### src/inc/scf_frontend_regs.vh
// Constants of the serial command and integrity front end.
// Assumes the includer works at a 250 MHz clock that doubles as the master clock.
`ifndef SCF_FRONTEND_REGS_VH
`define SCF_FRONTEND_REGS_VH

// ****************************************
// Command words and fixed responses
// ****************************************
`define SCF_CMD_NULL       16'h0000
`define SCF_CMD_RESET      16'h0011
`define SCF_CMD_STANDBY    16'h0022
`define SCF_CMD_WAKEUP     16'h0033
`define SCF_CMD_LOCK       16'h0555
`define SCF_CMD_UNLOCK     16'h0655
`define SCF_OP_REGISTER_READ_CMD        3'h5
`define SCF_OP_REGISTER_WRITE_CMD        3'h3
`define SCF_ACK_REGISTER_READ_CMD       3'h7
`define SCF_ACK_REGISTER_WRITE_CMD       3'h2
`define SCF_RESP_RESET_OK  16'hFF23
`define SCF_RESP_RESET_BAD 16'h0011

// ****************************************
// Integrity check
// ****************************************
`define SCF_CRC_SEED       16'hFFFF
`define SCF_POLY_CCITT     16'h1021
`define SCF_POLY_ANSI      16'h8005

// ****************************************
// Status word layout
// ****************************************
`define SCF_ST_LOCK        15
`define SCF_ST_CRC_ERR     12
`define SCF_ST_STANDBY     10

// ****************************************
// Word length field codes
// ****************************************
`define SCF_WL_16          2'h0
`define SCF_WL_24          2'h1
`define SCF_WL_32_ZERO     2'h2
`define SCF_WL_32_SIGN     2'h3

// ****************************************
// Frame layout and timing
// ****************************************
`define SCF_DATA_CRC_IDX   8'h04
`define SCF_TIMEOUT_MCLK   32768
`define SCF_MCLK_PER_CLK   1
`define SCF_TIMEOUT_CYC    (`SCF_TIMEOUT_MCLK / `SCF_MCLK_PER_CLK)
`define SCF_FIFO_DEPTH     8

`endif

### src/core/scf_frontend.v
// Serial command interpreter with input/output check words, plus the sample FIFO.
// Assumes the register map lives outside on the same clock and answers reads
// combinationally; the serial pins arrive asynchronously and are synchronised here.
`timescale 1ns/1ps
`include "scf_frontend_regs.vh"

// ****************************************
// Sample FIFO
// ****************************************
module scf_fifo #(
  parameter WIDTH = 75,
  parameter DEPTH = 8
) (
  // Clock and reset
  input  wire             clk,
  input  wire             resetn,
  // Filling side
  input  wire             in_valid,
  output reg              in_ready,
  input  wire [WIDTH-1:0] in_data,
  // Draining side
  output reg              out_valid,
  input  wire             out_ready,
  output wire [WIDTH-1:0] out_data
);
  localparam AW = $clog2(DEPTH);

  reg [WIDTH-1:0] mem [0:DEPTH-1];
  reg [AW-1:0]    wr_ptr_ff;
  reg [AW-1:0]    rd_ptr_ff;
  reg [AW:0]      count_ff;
  wire            push;
  wire            pop;
  reg  [AW:0]     nxt_count;

  assign push     = in_valid & in_ready;
  assign pop      = out_valid & out_ready;
  assign out_data = mem[rd_ptr_ff];

  always @* begin
    nxt_count = count_ff + {{AW{1'b0}}, push} - {{AW{1'b0}}, pop};
  end

  always @(posedge clk) begin
    if (push) begin
      mem[wr_ptr_ff] <= in_data;
    end
  end

  always @(posedge clk or negedge resetn) begin
    if (!resetn) begin
      wr_ptr_ff <= {AW{1'b0}};
      rd_ptr_ff <= {AW{1'b0}};
      count_ff  <= {(AW+1){1'b0}};
      in_ready  <= 1'b1;
      out_valid <= 1'b0;
    end else begin
      if (push) begin
        wr_ptr_ff <= wr_ptr_ff + 1'b1;
      end
      if (pop) begin
        rd_ptr_ff <= rd_ptr_ff + 1'b1;
      end
      count_ff  <= nxt_count;
      in_ready  <= (nxt_count != DEPTH[AW:0]);
      out_valid <= (nxt_count != {(AW+1){1'b0}});
    end
  end
endmodule

module scf_frontend #(
  parameter TIMEOUT_CYCLES = `SCF_TIMEOUT_CYC
) (
  // Clock and reset
  input  wire        clk,
  input  wire        resetn,
  // Serial pins
  input  wire        cs_n,
  input  wire        sclk,
  input  wire        din,
  output reg         dout,
  output reg         dout_oe,
  // Configuration
  input  wire [1:0]  word_length_field,
  input  wire        rx_crc_enable,
  input  wire        crc_type_ansi,
  input  wire        timeout_enable,
  input  wire [2:0]  data_ready_flags,
  // Conversion samples, three 25-bit raw channels
  input  wire        sample_valid,
  output wire        sample_ready,
  input  wire [74:0] sample_data,
  // External register map
  output reg  [5:0]  reg_rd_addr,
  input  wire [15:0] reg_rd_data,
  output reg         reg_wr_en,
  output reg  [5:0]  reg_wr_addr,
  output reg  [15:0] reg_wr_data,
  input  wire        reg_wr_ok,
  // Device state
  output reg         soft_reset,
  output reg         standby,
  output reg         locked,
  output reg         crc_err
);
  // Response kinds, one-hot
  localparam RK_STATUS = 4'b0001;
  localparam RK_FIXED  = 4'b0010;
  localparam RK_REG    = 4'b0100;
  localparam RK_MREG   = 4'b1000;

  // ****************************************
  // Helpers
  // ****************************************
  function [15:0] crc_step;
    input [15:0] crc;
    input        bit_in;
    input        ansi;
    begin
      crc_step = {crc[14:0], 1'b0} ^
                 ((crc[15] ^ bit_in) ? (ansi ? `SCF_POLY_ANSI : `SCF_POLY_CCITT)
                                     : 16'h0000);
    end
  endfunction

  function [5:0] word_bits;
    input [1:0] wl;
    begin
      case (wl)
        `SCF_WL_16: word_bits = 6'd16;
        `SCF_WL_24: word_bits = 6'd24;
        default:    word_bits = 6'd32;
      endcase
    end
  endfunction

  function [23:0] saturate;
    input [24:0] raw;
    begin
      if (raw[24] != raw[23]) begin
        saturate = raw[24] ? 24'h80_0000 : 24'h7F_FFFF;
      end else begin
        saturate = raw[23:0];
      end
    end
  endfunction

  function [31:0] fmt_data;
    input [23:0] d;
    input [1:0]  wl;
    begin
      case (wl)
        `SCF_WL_16:      fmt_data = {d[23:8], 16'h0000};
        `SCF_WL_32_SIGN: fmt_data = {{8{d[23]}}, d};
        default:         fmt_data = {d, 8'h00};
      endcase
    end
  endfunction

  // ****************************************
  // State
  // ****************************************
  reg        cs_s1_ff, cs_s2_ff, ck_s1_ff, ck_s2_ff, ck_d_ff, di_s1_ff, di_s2_ff;
  reg        act_ff;
  reg [1:0]  wl_ff;
  reg [5:0]  wb_ff;
  reg [5:0]  ibit_ff;
  reg [7:0]  iwd_ff;
  reg [31:0] iw_ff;
  reg [15:0] icrc_ff;
  reg [5:0]  obit_ff;
  reg [7:0]  owd_ff;
  reg [31:0] ow_ff;
  reg [15:0] ocrc_ff;
  reg [15:0] cmd_ff;
  reg        crc_bad_ff;
  reg [5:0]  wptr_ff;
  reg [6:0]  wcnt_ff;
  reg [3:0]  rkind_ff;
  reg [15:0] resp_ff;
  reg [6:0]  rcnt_ff;
  reg [23:0] ch_ff [0:2];
  reg [15:0] tmo_ff;
  reg        pop_ff;

  wire        rise, fall, cs_low, tmo_hit, frame_end, start, mreg, is_register_write_cmd, is_register_read_cmd;
  wire        complete, allowed;
  wire [7:0]  olast, icrc_idx;
  wire [5:0]  wb_now;
  wire [7:0]  oidx;
  wire [31:0] nw;
  wire [15:0] w16;
  wire [15:0] status_word;
  wire        fifo_valid;
  wire [74:0] fifo_data;
  reg  [31:0] word_out;

  assign rise      = ck_s2_ff & ~ck_d_ff;
  assign fall      = ~ck_s2_ff & ck_d_ff;
  assign cs_low    = ~cs_s2_ff;
  assign tmo_hit   = timeout_enable & act_ff &
                     (tmo_ff == TIMEOUT_CYCLES[15:0] - 16'h0001);
  assign frame_end = act_ff & (cs_s2_ff | tmo_hit);
  assign start     = ~act_ff & cs_low & rise;
  assign mreg      = rkind_ff[3];
  assign olast     = mreg ? {1'b0, rcnt_ff} + 8'h02 : `SCF_DATA_CRC_IDX;
  assign is_register_write_cmd   = (cmd_ff[15:13] == `SCF_OP_REGISTER_WRITE_CMD);
  assign is_register_read_cmd   = (cmd_ff[15:13] == `SCF_OP_REGISTER_READ_CMD);
  assign icrc_idx  = is_register_write_cmd ? {1'b0, cmd_ff[6:0]} + 8'h02 : 8'h01;
  assign complete  = (iwd_ff > olast) & (iwd_ff > icrc_idx);
  assign allowed   = ~locked | is_register_read_cmd | (cmd_ff == `SCF_CMD_NULL) |
                     (cmd_ff == `SCF_CMD_UNLOCK);
  assign wb_now    = act_ff ? wb_ff : word_bits(word_length_field);
  assign oidx      = act_ff ? owd_ff : 8'h00;
  assign nw        = {iw_ff[30:0], di_s2_ff};
  assign w16       = nw[wb_ff - 6'd1 -: 16];
  assign status_word = {locked, 2'b00, crc_err, 1'b0, standby, 7'h00,
                        data_ready_flags};

  // ****************************************
  // Output word selection
  // ****************************************
  always @* begin
    if (oidx == 8'h00) begin
      case (rkind_ff)
        RK_STATUS: word_out = {status_word, 16'h0000};
        RK_REG:    word_out = {reg_rd_data, 16'h0000};
        RK_MREG:   word_out = {`SCF_ACK_REGISTER_READ_CMD, resp_ff[12:0], 16'h0000};
        default:   word_out = {resp_ff, 16'h0000};
      endcase
    end else if (oidx == olast) begin
      word_out = {ocrc_ff, 16'h0000};
    end else if (oidx > olast) begin
      word_out = 32'h0000_0000;
    end else if (mreg) begin
      word_out = {reg_rd_data, 16'h0000};
    end else begin
      word_out = fmt_data(ch_ff[oidx[1:0] - 2'd1], wl_ff);
    end
  end

  // ****************************************
  // Sample buffer
  // ****************************************
  // Samples are only taken at frame start, so a host that stops reading stalls
  // the producer through sample_ready instead of silently dropping results.
  scf_fifo #(
    .WIDTH (75),
    .DEPTH (`SCF_FIFO_DEPTH)
  ) u_fifo (
    .clk       (clk),
    .resetn    (resetn),
    .in_valid  (sample_valid),
    .in_ready  (sample_ready),
    .in_data   (sample_data),
    .out_valid (fifo_valid),
    .out_ready (pop_ff),
    .out_data  (fifo_data)
  );

  // ****************************************
  // Pin synchronisers
  // ****************************************
  always @(posedge clk or negedge resetn) begin
    if (!resetn) begin
      cs_s1_ff <= 1'b1;
      cs_s2_ff <= 1'b1;
      ck_s1_ff <= 1'b0;
      ck_s2_ff <= 1'b0;
      ck_d_ff  <= 1'b0;
      di_s1_ff <= 1'b0;
      di_s2_ff <= 1'b0;
    end else begin
      cs_s1_ff <= cs_n;
      cs_s2_ff <= cs_s1_ff;
      ck_s1_ff <= sclk;
      ck_s2_ff <= ck_s1_ff;
      ck_d_ff  <= ck_s2_ff;
      di_s1_ff <= din;
      di_s2_ff <= di_s1_ff;
    end
  end

  // ****************************************
  // Frame engine
  // ****************************************
  always @(posedge clk or negedge resetn) begin
    if (!resetn) begin
      act_ff      <= 1'b0;
      wl_ff       <= `SCF_WL_24;
      wb_ff       <= 6'd24;
      ibit_ff     <= 6'd0;
      iwd_ff      <= 8'h00;
      iw_ff       <= 32'h0000_0000;
      icrc_ff     <= `SCF_CRC_SEED;
      obit_ff     <= 6'd0;
      owd_ff      <= 8'h00;
      ow_ff       <= 32'h0000_0000;
      ocrc_ff     <= `SCF_CRC_SEED;
      cmd_ff      <= `SCF_CMD_NULL;
      crc_bad_ff  <= 1'b0;
      wptr_ff     <= 6'd0;
      wcnt_ff     <= 7'd0;
      rkind_ff    <= RK_STATUS;
      resp_ff     <= 16'h0000;
      rcnt_ff     <= 7'd0;
      ch_ff[0]    <= 24'h00_0000;
      ch_ff[1]    <= 24'h00_0000;
      ch_ff[2]    <= 24'h00_0000;
      tmo_ff      <= 16'h0000;
      pop_ff      <= 1'b0;
      dout        <= 1'b0;
      dout_oe     <= 1'b0;
      reg_rd_addr <= 6'd0;
      reg_wr_en   <= 1'b0;
      reg_wr_addr <= 6'd0;
      reg_wr_data <= 16'h0000;
      soft_reset  <= 1'b0;
      standby     <= 1'b0;
      locked      <= 1'b0;
      crc_err     <= 1'b0;
    end else begin
      dout_oe    <= cs_low;
      pop_ff     <= 1'b0;
      reg_wr_en  <= 1'b0;
      soft_reset <= 1'b0;
      if (reg_wr_en && reg_wr_ok) begin
        wcnt_ff <= wcnt_ff + 7'd1;
      end
      tmo_ff <= act_ff ? tmo_ff + 16'h0001 : 16'h0000;

      if (frame_end) begin
        // Timeout lands here too: only the reset command judges the partial frame incomplete
        act_ff   <= 1'b0;
        rkind_ff <= RK_STATUS;
        if (crc_bad_ff || !allowed) begin
          rkind_ff <= RK_STATUS;
        end else if (cmd_ff == `SCF_CMD_RESET) begin
          rkind_ff <= RK_FIXED;
          // A frame cut by the timeout never counts as complete
          if (complete && !tmo_hit) begin
            soft_reset <= 1'b1;
            standby    <= 1'b0;
            locked     <= 1'b0;
            crc_err    <= 1'b0;
            resp_ff    <= `SCF_RESP_RESET_OK;
          end else begin
            resp_ff    <= `SCF_RESP_RESET_BAD;
          end
        end else if (cmd_ff == `SCF_CMD_STANDBY || cmd_ff == `SCF_CMD_WAKEUP) begin
          standby  <= (cmd_ff == `SCF_CMD_STANDBY);
          rkind_ff <= RK_FIXED;
          resp_ff  <= cmd_ff;
        end else if (cmd_ff == `SCF_CMD_LOCK || cmd_ff == `SCF_CMD_UNLOCK) begin
          locked   <= (cmd_ff == `SCF_CMD_LOCK);
          rkind_ff <= RK_FIXED;
          resp_ff  <= cmd_ff;
        end else if (is_register_read_cmd) begin
          reg_rd_addr <= cmd_ff[12:7];
          rcnt_ff     <= cmd_ff[6:0];
          resp_ff     <= cmd_ff;
          rkind_ff    <= (cmd_ff[6:0] == 7'd0) ? RK_REG : RK_MREG;
        end else if (is_register_write_cmd) begin
          rkind_ff <= RK_FIXED;
          resp_ff  <= {`SCF_ACK_REGISTER_WRITE_CMD, cmd_ff[12:7], wcnt_ff - 7'd1};
        end
      end else if (cs_low && (act_ff || start) && rise) begin
        if (start) begin
          act_ff     <= 1'b1;
          wl_ff      <= word_length_field;
          wb_ff      <= wb_now;
          ibit_ff    <= 6'd0;
          iwd_ff     <= 8'h00;
          icrc_ff    <= `SCF_CRC_SEED;
          crc_bad_ff <= 1'b0;
          if (fifo_valid && !mreg) begin
            pop_ff   <= 1'b1;
            ch_ff[0] <= saturate(fifo_data[24:0]);
            ch_ff[1] <= saturate(fifo_data[49:25]);
            ch_ff[2] <= saturate(fifo_data[74:50]);
          end
        end
        // Output side: shifts on the rising edge, MSB first
        if (start || obit_ff == 6'd0) begin
          ow_ff <= {word_out[30:0], 1'b0};
          dout  <= word_out[31];
          if (oidx == 8'h00 && rkind_ff == RK_STATUS) begin
            crc_err <= 1'b0;
          end
          if (mreg && oidx != 8'h00 && oidx < olast) begin
            reg_rd_addr <= reg_rd_addr + 6'd1;
          end
        end else begin
          ow_ff <= {ow_ff[30:0], 1'b0};
          dout  <= ow_ff[31];
        end
        if (oidx < olast) begin
          ocrc_ff <= crc_step(start ? `SCF_CRC_SEED : ocrc_ff,
                              (start || obit_ff == 6'd0) ? word_out[31] : ow_ff[31],
                              crc_type_ansi);
        end
        if (start) begin
          obit_ff <= (wb_now == 6'd1) ? 6'd0 : 6'd1;
          owd_ff  <= 8'h00;
        end else if (obit_ff == wb_ff - 6'd1) begin
          obit_ff <= 6'd0;
          owd_ff  <= (owd_ff == 8'hFF) ? owd_ff : owd_ff + 8'h01;
        end else begin
          obit_ff <= obit_ff + 6'd1;
        end
      end else if (act_ff && cs_low && fall) begin
        // Input side: sampled on the falling edge
        iw_ff <= nw;
        if (iwd_ff != icrc_idx || iwd_ff == 8'h00) begin
          icrc_ff <= crc_step(icrc_ff, di_s2_ff, crc_type_ansi);
        end
        if (ibit_ff == wb_ff - 6'd1) begin
          ibit_ff <= 6'd0;
          iwd_ff  <= (iwd_ff == 8'hFF) ? iwd_ff : iwd_ff + 8'h01;
          if (iwd_ff == 8'h00) begin
            cmd_ff  <= w16;
            wptr_ff <= w16[12:7];
            wcnt_ff <= 7'd0;
          end else begin
            if (is_register_write_cmd && !locked && iwd_ff <= {1'b0, cmd_ff[6:0]} + 8'h01) begin
              reg_wr_en   <= 1'b1;
              reg_wr_addr <= wptr_ff;
              reg_wr_data <= w16;
              wptr_ff     <= wptr_ff + 6'd1;
            end
            if (iwd_ff == icrc_idx && rx_crc_enable && w16 != icrc_ff) begin
              crc_bad_ff <= 1'b1;
              crc_err    <= 1'b1;
            end
          end
        end else begin
          ibit_ff <= ibit_ff + 6'd1;
        end
      end
    end
  end
endmodule

### config.mk
export PLATFORM = sky130hd
export DESIGN_NAME = scf_frontend
export DESIGN_NICKNAME = d
export VERILOG_FILES = /design/src/core/scf_frontend.v
export VERILOG_INCLUDE_DIRS = /design/src /design/src/inc
export SDC_FILE = /design/constraint.sdc
export NUM_CORES = 2
export LEC_CHECK = 0
export BUFFER_PORTS_ARGS = -buffer_cell sky130_fd_sc_hd__buf_2
export CAP_MARGIN = 20
export CELL_PAD_IN_SITES_DETAIL_PLACEMENT = 1
export CELL_PAD_IN_SITES_GLOBAL_PLACEMENT = 1
export CORE_UTILIZATION = 52
export CTS_CLUSTER_SIZE = 40
export DETAILED_ROUTE_END_ITERATION = 10
export HOLD_SLACK_MARGIN = 0.06
export PLACE_DENSITY_LB_ADDON = 0.1
export SYNTH_ARGS = -nofsm -noshare
export SYNTH_HDL_FRONTEND = slang
export SYNTH_SLANG_ARGS = --single-unit
### constraint.sdc
create_clock -name clk -period 11.85 [get_ports clk]
set_input_delay 1.185 -clock clk [delete_from_list [all_inputs] [get_ports clk]]
set_output_delay 1.185 -clock clk [all_outputs]
set_load 0.01 [all_outputs]
# After elaboration in Yosys (flattened, before gate mapping)

Memories as Yosys holds them, arrays and structs flattened.
Index checks and enable logic that the tools add are counted.

Memories kept: 1
Register bits: 332
Bits in writable memories: 600
Output and inout port bits: 36
Input port bits: 106

Memory list:

| name       | words | bits a word | rd ports | clocked after Yosys merged registers in | write ports | line              | source |
|---|---|---|---|---|---|---|---|
| u_fifo.mem | 8     | 75          | 1        | 0                                       | 1           | scf_frontend.v:28 | `reg [WIDTH-1:0] mem [0:DEPTH-1];` |

Muxes and demuxes: 113
Magnitude comparators: 6
Bitwise operators: 31
Reduce and logical (&&, ||, !) cells: 69
Eq/ne operators: 42
Shifts and indexed selects: 1
$add $sub $neg: 18

Operators by type and width:

| kind                  | number |
|---|---|
| $mux 16               | 15 |
| $mux 24               | 8 |
| $mux 32               | 5 |
| $mux 6                | 18 |
| $pmux 32 s3           | 1 |
| $mux 8                | 11 |
| $pmux 31 s2           | 1 |
| $bmux 24 s2           | 1 |
| $shiftx 47x7->16      | 1 |
| $mux 7                | 6 |
| $mux 1                | 39 |
| $eq 16x11->1 const B  | 2 |
| $eq 16x6->1 const B   | 2 |
| $xor 16x16->16        | 2 |
| $add 6x1->6 const B   | 4 |
| $gt 8x8->1            | 3 |
| $mux 4                | 6 |
| $reduce_bool 2->1     | 12 |
| $reduce_and 5->1      | 4 |
| $ne 2x2->1 const B    | 9 |
| $reduce_and 6->1      | 3 |
| $add 16x1->16 const B | 1 |
| $add 7x2->8 const B   | 2 |
| $add 8x1->8 const B   | 2 |
| 55 further kinds      | 122 |

# Logic depth before layout (Yosys ltp)

Word-level depth: 15
Gate-level depth with buffers: 19

# Hierarchy

A second synthesis with hierarchy kept.

Cells, all modules: 3178
Area total of the unflattened synthesis: 42712.2 µm²

By module, submodules not included:

| module       | cells an instance | times used | area each (µm²) | sequential area each (µm²) |
|---|---|---|---|---|
| scf_fifo     | 925               | 1          | 23119.7         | 18318.8 |
| scf_frontend | 2253              | 1          | 19592.5         | 8030.2 |

# Worst setup path before layout

OpenSTA, ideal clock, no wires.

Path kind: input-to-reg
Start point: input sample_valid
End point: memory u_fifo.mem[1][0], enable pin
Data arrival time: 9.069 ns
Stages on the path: 2
Buffers on the path: 0
Library setup time: 0.720 ns
Setup slack: 2.061 ns
Cell sequence: nand2_1 -> nor4b_1

Longest elaborated chain between the ends: 3

RTL lines:

| element                      | line              | source |
|---|---|---|
| start: declaration           | scf_frontend.v:90 | `input wire sample_valid,` |
| $and 1x1->1                  | scf_frontend.v:36 | `assign push = in_valid & in_ready;` |
| $mux 1                       | scf_frontend.v:45 | `if (push) begin` |
| $mux 1 (not written as such) | scf_frontend.v:46 | `mem[wr_ptr_ff] <= in_data;` |
| end: declaration             | scf_frontend.v:28 |  |

No other way between the ends.

# Final worst setup path

Start point: register owd_ff[0]
End point: register ow_ff[5]

Longest elaborated chain between the ends: 12

RTL lines:

| element                                     | line               | source |
|---|---|---|
| start: declaration                          | scf_frontend.v:172 | `reg [7:0] owd_ff;` |
| start signal: assignment                    | scf_frontend.v:407 | `owd_ff <= (owd_ff == 8'hFF) ? owd_ff : owd_ff + 8'h01;` |
| $mux 8 *                                    | scf_frontend.v:214 | `assign oidx = act_ff ? owd_ff : 8'h00;` |
| $sub 2x1->2                                 | scf_frontend.v:238 | `word_out = fmt_data(ch_ff[oidx[1:0] - 2'd1], wl_ff);` |
| $not 2->3 (not written as such)             | scf_frontend.v:238 |  |
| $bmux 24 s2                                 | scf_frontend.v:238 |  |
| $mux 24 (not written as such) (2 in series) | scf_frontend.v:238 |  |
| $pmux 31 s2                                 | scf_frontend.v:152 | `case (wl)` |
| $mux 32                                     | scf_frontend.v:235 | `end else if (mreg) begin` |
| $mux 32                                     | scf_frontend.v:233 | `end else if (oidx > olast) begin` |
| $mux 32                                     | scf_frontend.v:231 | `end else if (oidx == olast) begin` |
| $mux 32 *                                   | scf_frontend.v:224 | `if (oidx == 8'h00) begin` |
| $mux 32 *                                   | scf_frontend.v:384 | `if (start \|\| obit_ff == 6'd0) begin` |
| end signal: assignment                      | scf_frontend.v:385 | `ow_ff <= {word_out[30:0], 1'b0};` |
| end signal: assignment                      | scf_frontend.v:394 | `ow_ff <= {ow_ff[30:0], 1'b0};` |
| end: declaration                            | scf_frontend.v:173 | `reg [31:0] ow_ff;` |

Every way passes the cells marked *; elsewhere a longest branch is shown, timed or not. The select of a mux whose other input is x is not followed.
A chain may end at the register's enable or synchronous reset.

==> impl_metrics.tcl <==
set metrics [dict create \
    syn_inst 3049 \
    place_congestion 0.860 \
    postSynthAreaPerCell_um2 13.9 \
    clock_latency_ns 0.69 \
    drt_iter0_markers 1812 \
    cts-root-buf "clkbuf_16" \
    cts_max_path_buffers 3 \
    yosysMostFrequentCell "edfxtp_1" \
    ioPinCount 142 \
    netlist_top_cells_area "edfxtp_1 42%, dfrtp_1 17%, mux4_2 9.0%" \
    routedWlPerCell_um 26.2 \
    violations "DRC" \
    crit_chain "and2_2, inv_1, ha_1, nand4_1, nor2_1, buf_4, or3b_2, or4_1, nor3b_2, a221oi_1, nor2_1" \
    power_density_nw_per_um2 232 \
    die_area_um2 82900 \
    power_uw 11100 \
    hold_violations 0 \
    ys_ff_latch 931 \
    syn_area_um2 42500 \
    min_from "di_s1_ff" \
    r2r_start "owd_ff[0]" \
    p_int_uw 7340 \
    worstMarginPinSlew_ns 1.06 \
    wirelength_mm 113 \
    initial_core_util_pct 52.7 \
    tritoncts "built" \
    syn_nets 3215 \
    grt_pass1_vias 28230 \
    coreArea_um2 80700 \
    vias_per_cell 6.11 \
    grt_remaining_overflow 0 \
    grt_max_degree 154 \
    fillCellCount 7686 \
    max_slew_margin_pct 29.1 \
    cp-end-kind "flip-flop" \
    p_sw_share_pct 33.7 \
    drive_gt1_share_pct 21.9 \
    path_delay_family "simple AND/OR/NAND/NOR gates" \
    arrival_ns 5.29 \
    r2r_cells 11 \
    fmax_mhz 212 \
    whs_ns 0.350 \
    holdCritPathClass "reg2reg" \
    dp_hpwl_mm 73.9 \
    die_h_um 288 \
    cpPeakStageDelay_ns 0.80 \
    drc 28 \
    synth_common_cells "600 x edfxtp_1, 357 x nand2_1, 292 x dfrtp_1, 185 x o21ai_0, 169 x mux4_2" \
    timing.final.ws_setup_ns 7.13 \
    numCtsBuffers 96 \
    synth_top_cell_area_share_pct 42.4 \
    synth_flop_cell "edfxtp_1" \
    drv_cap 0 \
    cp-startpoint "owd_ff[0]" \
    via_count 26226 \
    cts.reportedPaths.clkPinSlew_ns 0.06 \
    ys.warnings.count 0 \
    slew_viol_final 0 \
    synth_edf_count 600 \
    crit_type "reg2reg" \
    async_flop_share_pct 35.6 \
    start_kind "flip-flop" \
    required_ns 12.42 \
    antenna_found_initial 10 \
    area_growth_syn_to_layout_pct 12.0 \
    final.period_utilization_pct 39.8 \
    post-place-ws_ns 6.96 \
    firstDrtPassIters 10 \
    grt.total_usage_pct 27.6 \
    crit_fanout 49 \
    seq_area_frac_synth_pct 62.0 \
    synth_top_cell_by_area "edfxtp_1" \
    finClkSkew_ns 0.0509 \
    final_nets 3313 \
    cts_hold_buf 0 \
    p_comb_share_pct 30.6 \
    status "finished, violations left" \
    io_buffers 141 \
    drtAntennaViolNets 0 \
    cp_slowest_cell "and2_2" \
    clock-sinks 931 \
    grt_first_pass_wirelength_mm 173 \
    power_frac_seq_pct 40.6 \
    tns_ns 0 \
    rows 104 \
    cts_resized 0 \
    vdd_ir_drop_max_uv 204 \
    die_width_um 288 \
    crit_cells 11 \
    cp_num_buf_inv 2 \
    cts_max_level 3 \
    rsz0062_at_grt "no" \
    synth_cell_types 92 \
    setup_viol 0 \
    p_sw_uw 3730 \
    period_minus_slack_ns 4.72 \
    clkPwrFrac_pct 28.7 \
    worstHoldPathCells 0 \
    cts_post_setup_buffers_inserted 0 \
    cellLeakagePower_uw 0.0177 \
    cp_common_cell "nor2_1" \
]
## metrics by stage
step,cells,instance area [um^2],util [%]
global placement,4107,44200,54.8
CTS,4285,47600,59.0
global route,4288,47600,59.0
detailed placement,4107,44200,54.8
floorplan,3049,42500,-
finish,4290,47600,59.1
## metal layers
| metal | track usage, % | vias up | routed length, um |
|---|---|---|---|
| met5 | 0 | - | 57 |
| met4 | 9.76 | 10 | 3760 |
| met3 | 3.24 | 205 | 4000 |
| met2 | 47.9 | 617 | 57900 |
| met1 | 36.0 | 13670 | 46900 |
| li1 | - | 11724 | - |
## area by class of cell
class	count	area (um^2)	share of cell area, %
Antenna cell	3	7.51	0.0158
Sequential cell	931	26400	55.3
Multi-Input combinational cell	1886	15300	32.1
Timing Repair Buffer	189	1130	2.37
Clock inverter	60	835	1.75
Tap cell	1060	1330	2.78
Clock buffer	118	2520	5.30
Inverter	43	161	0.339
## cells in the final DEF (no fill, tap or decap), types with 81 or more instances in the layout
cell and count:
a21oi_1 81, buf_2 140, clkbuf_16 96, dfrtp_1 289
edfxtp_1 600, mux2_2 107, mux2i_1 114, mux4_2 169
nand2_1 357, nand3_1 85, nor2_1 141, o21ai_0 185
## power groups by stage
stage	clock network, uW	registers (uW)	logic [uW]
finish	3180	4500	3390
global placement	0	4510	3310
detailed placement	0	4560	3410
global route	3330	4560	3670
CTS	3230	4500	3430
floorplan	0	4400	2420
## worst register-to-register path, cell delays in order (launching register included)
cell      delay (ns)
dfrtp_1         0.40
and2_2          0.80
inv_1           0.54
ha_1            0.45
nand4_1         0.09
nor2_1          0.05
buf_4           0.18
or3b_2          0.66
or4_1           0.64
nor3b_2         0.53
a221oi_1        0.17
nor2_1          0.12
## path summary, 6_finish.rpt
check | end | slack [ns]
max | ow_ff[5] | 7.13
min | di_s2_ff | 0.35
max reg2reg | ow_ff[5] | 7.13
min reg2reg | di_s2_ff | 0.35
max in group asynchronous | tmo_ff[7] | 8.92
min in group asynchronous | iw_ff[27] | 0.58
## state kept, by name, indices dropped and copies added (netlist names), 7 cells and up
register	flops
cmd_ff	16
owd_ff	8
reg_wr_data	16
iwd_ff	8
rcnt_ff	7
tmo_ff	16
u_fifo.mem	600
ocrc_ff	16
wcnt_ff	7
iw_ff	31
ow_ff	31
ch_ff	72
icrc_ff	16
resp_ff	16
## logic make-up after synthesis
group / synth area share, %
flip-flops: 62.0
AND/OR/NAND/NOR: 8.78
AO/OA/AOI/OAI: 6.94
multiplexers: 14.5
buffers and inverters: 2.27
adder cells (fa/ha/maj): 3.41
XOR/XNOR: 2.10
Power figures use the tool's default switching activity.
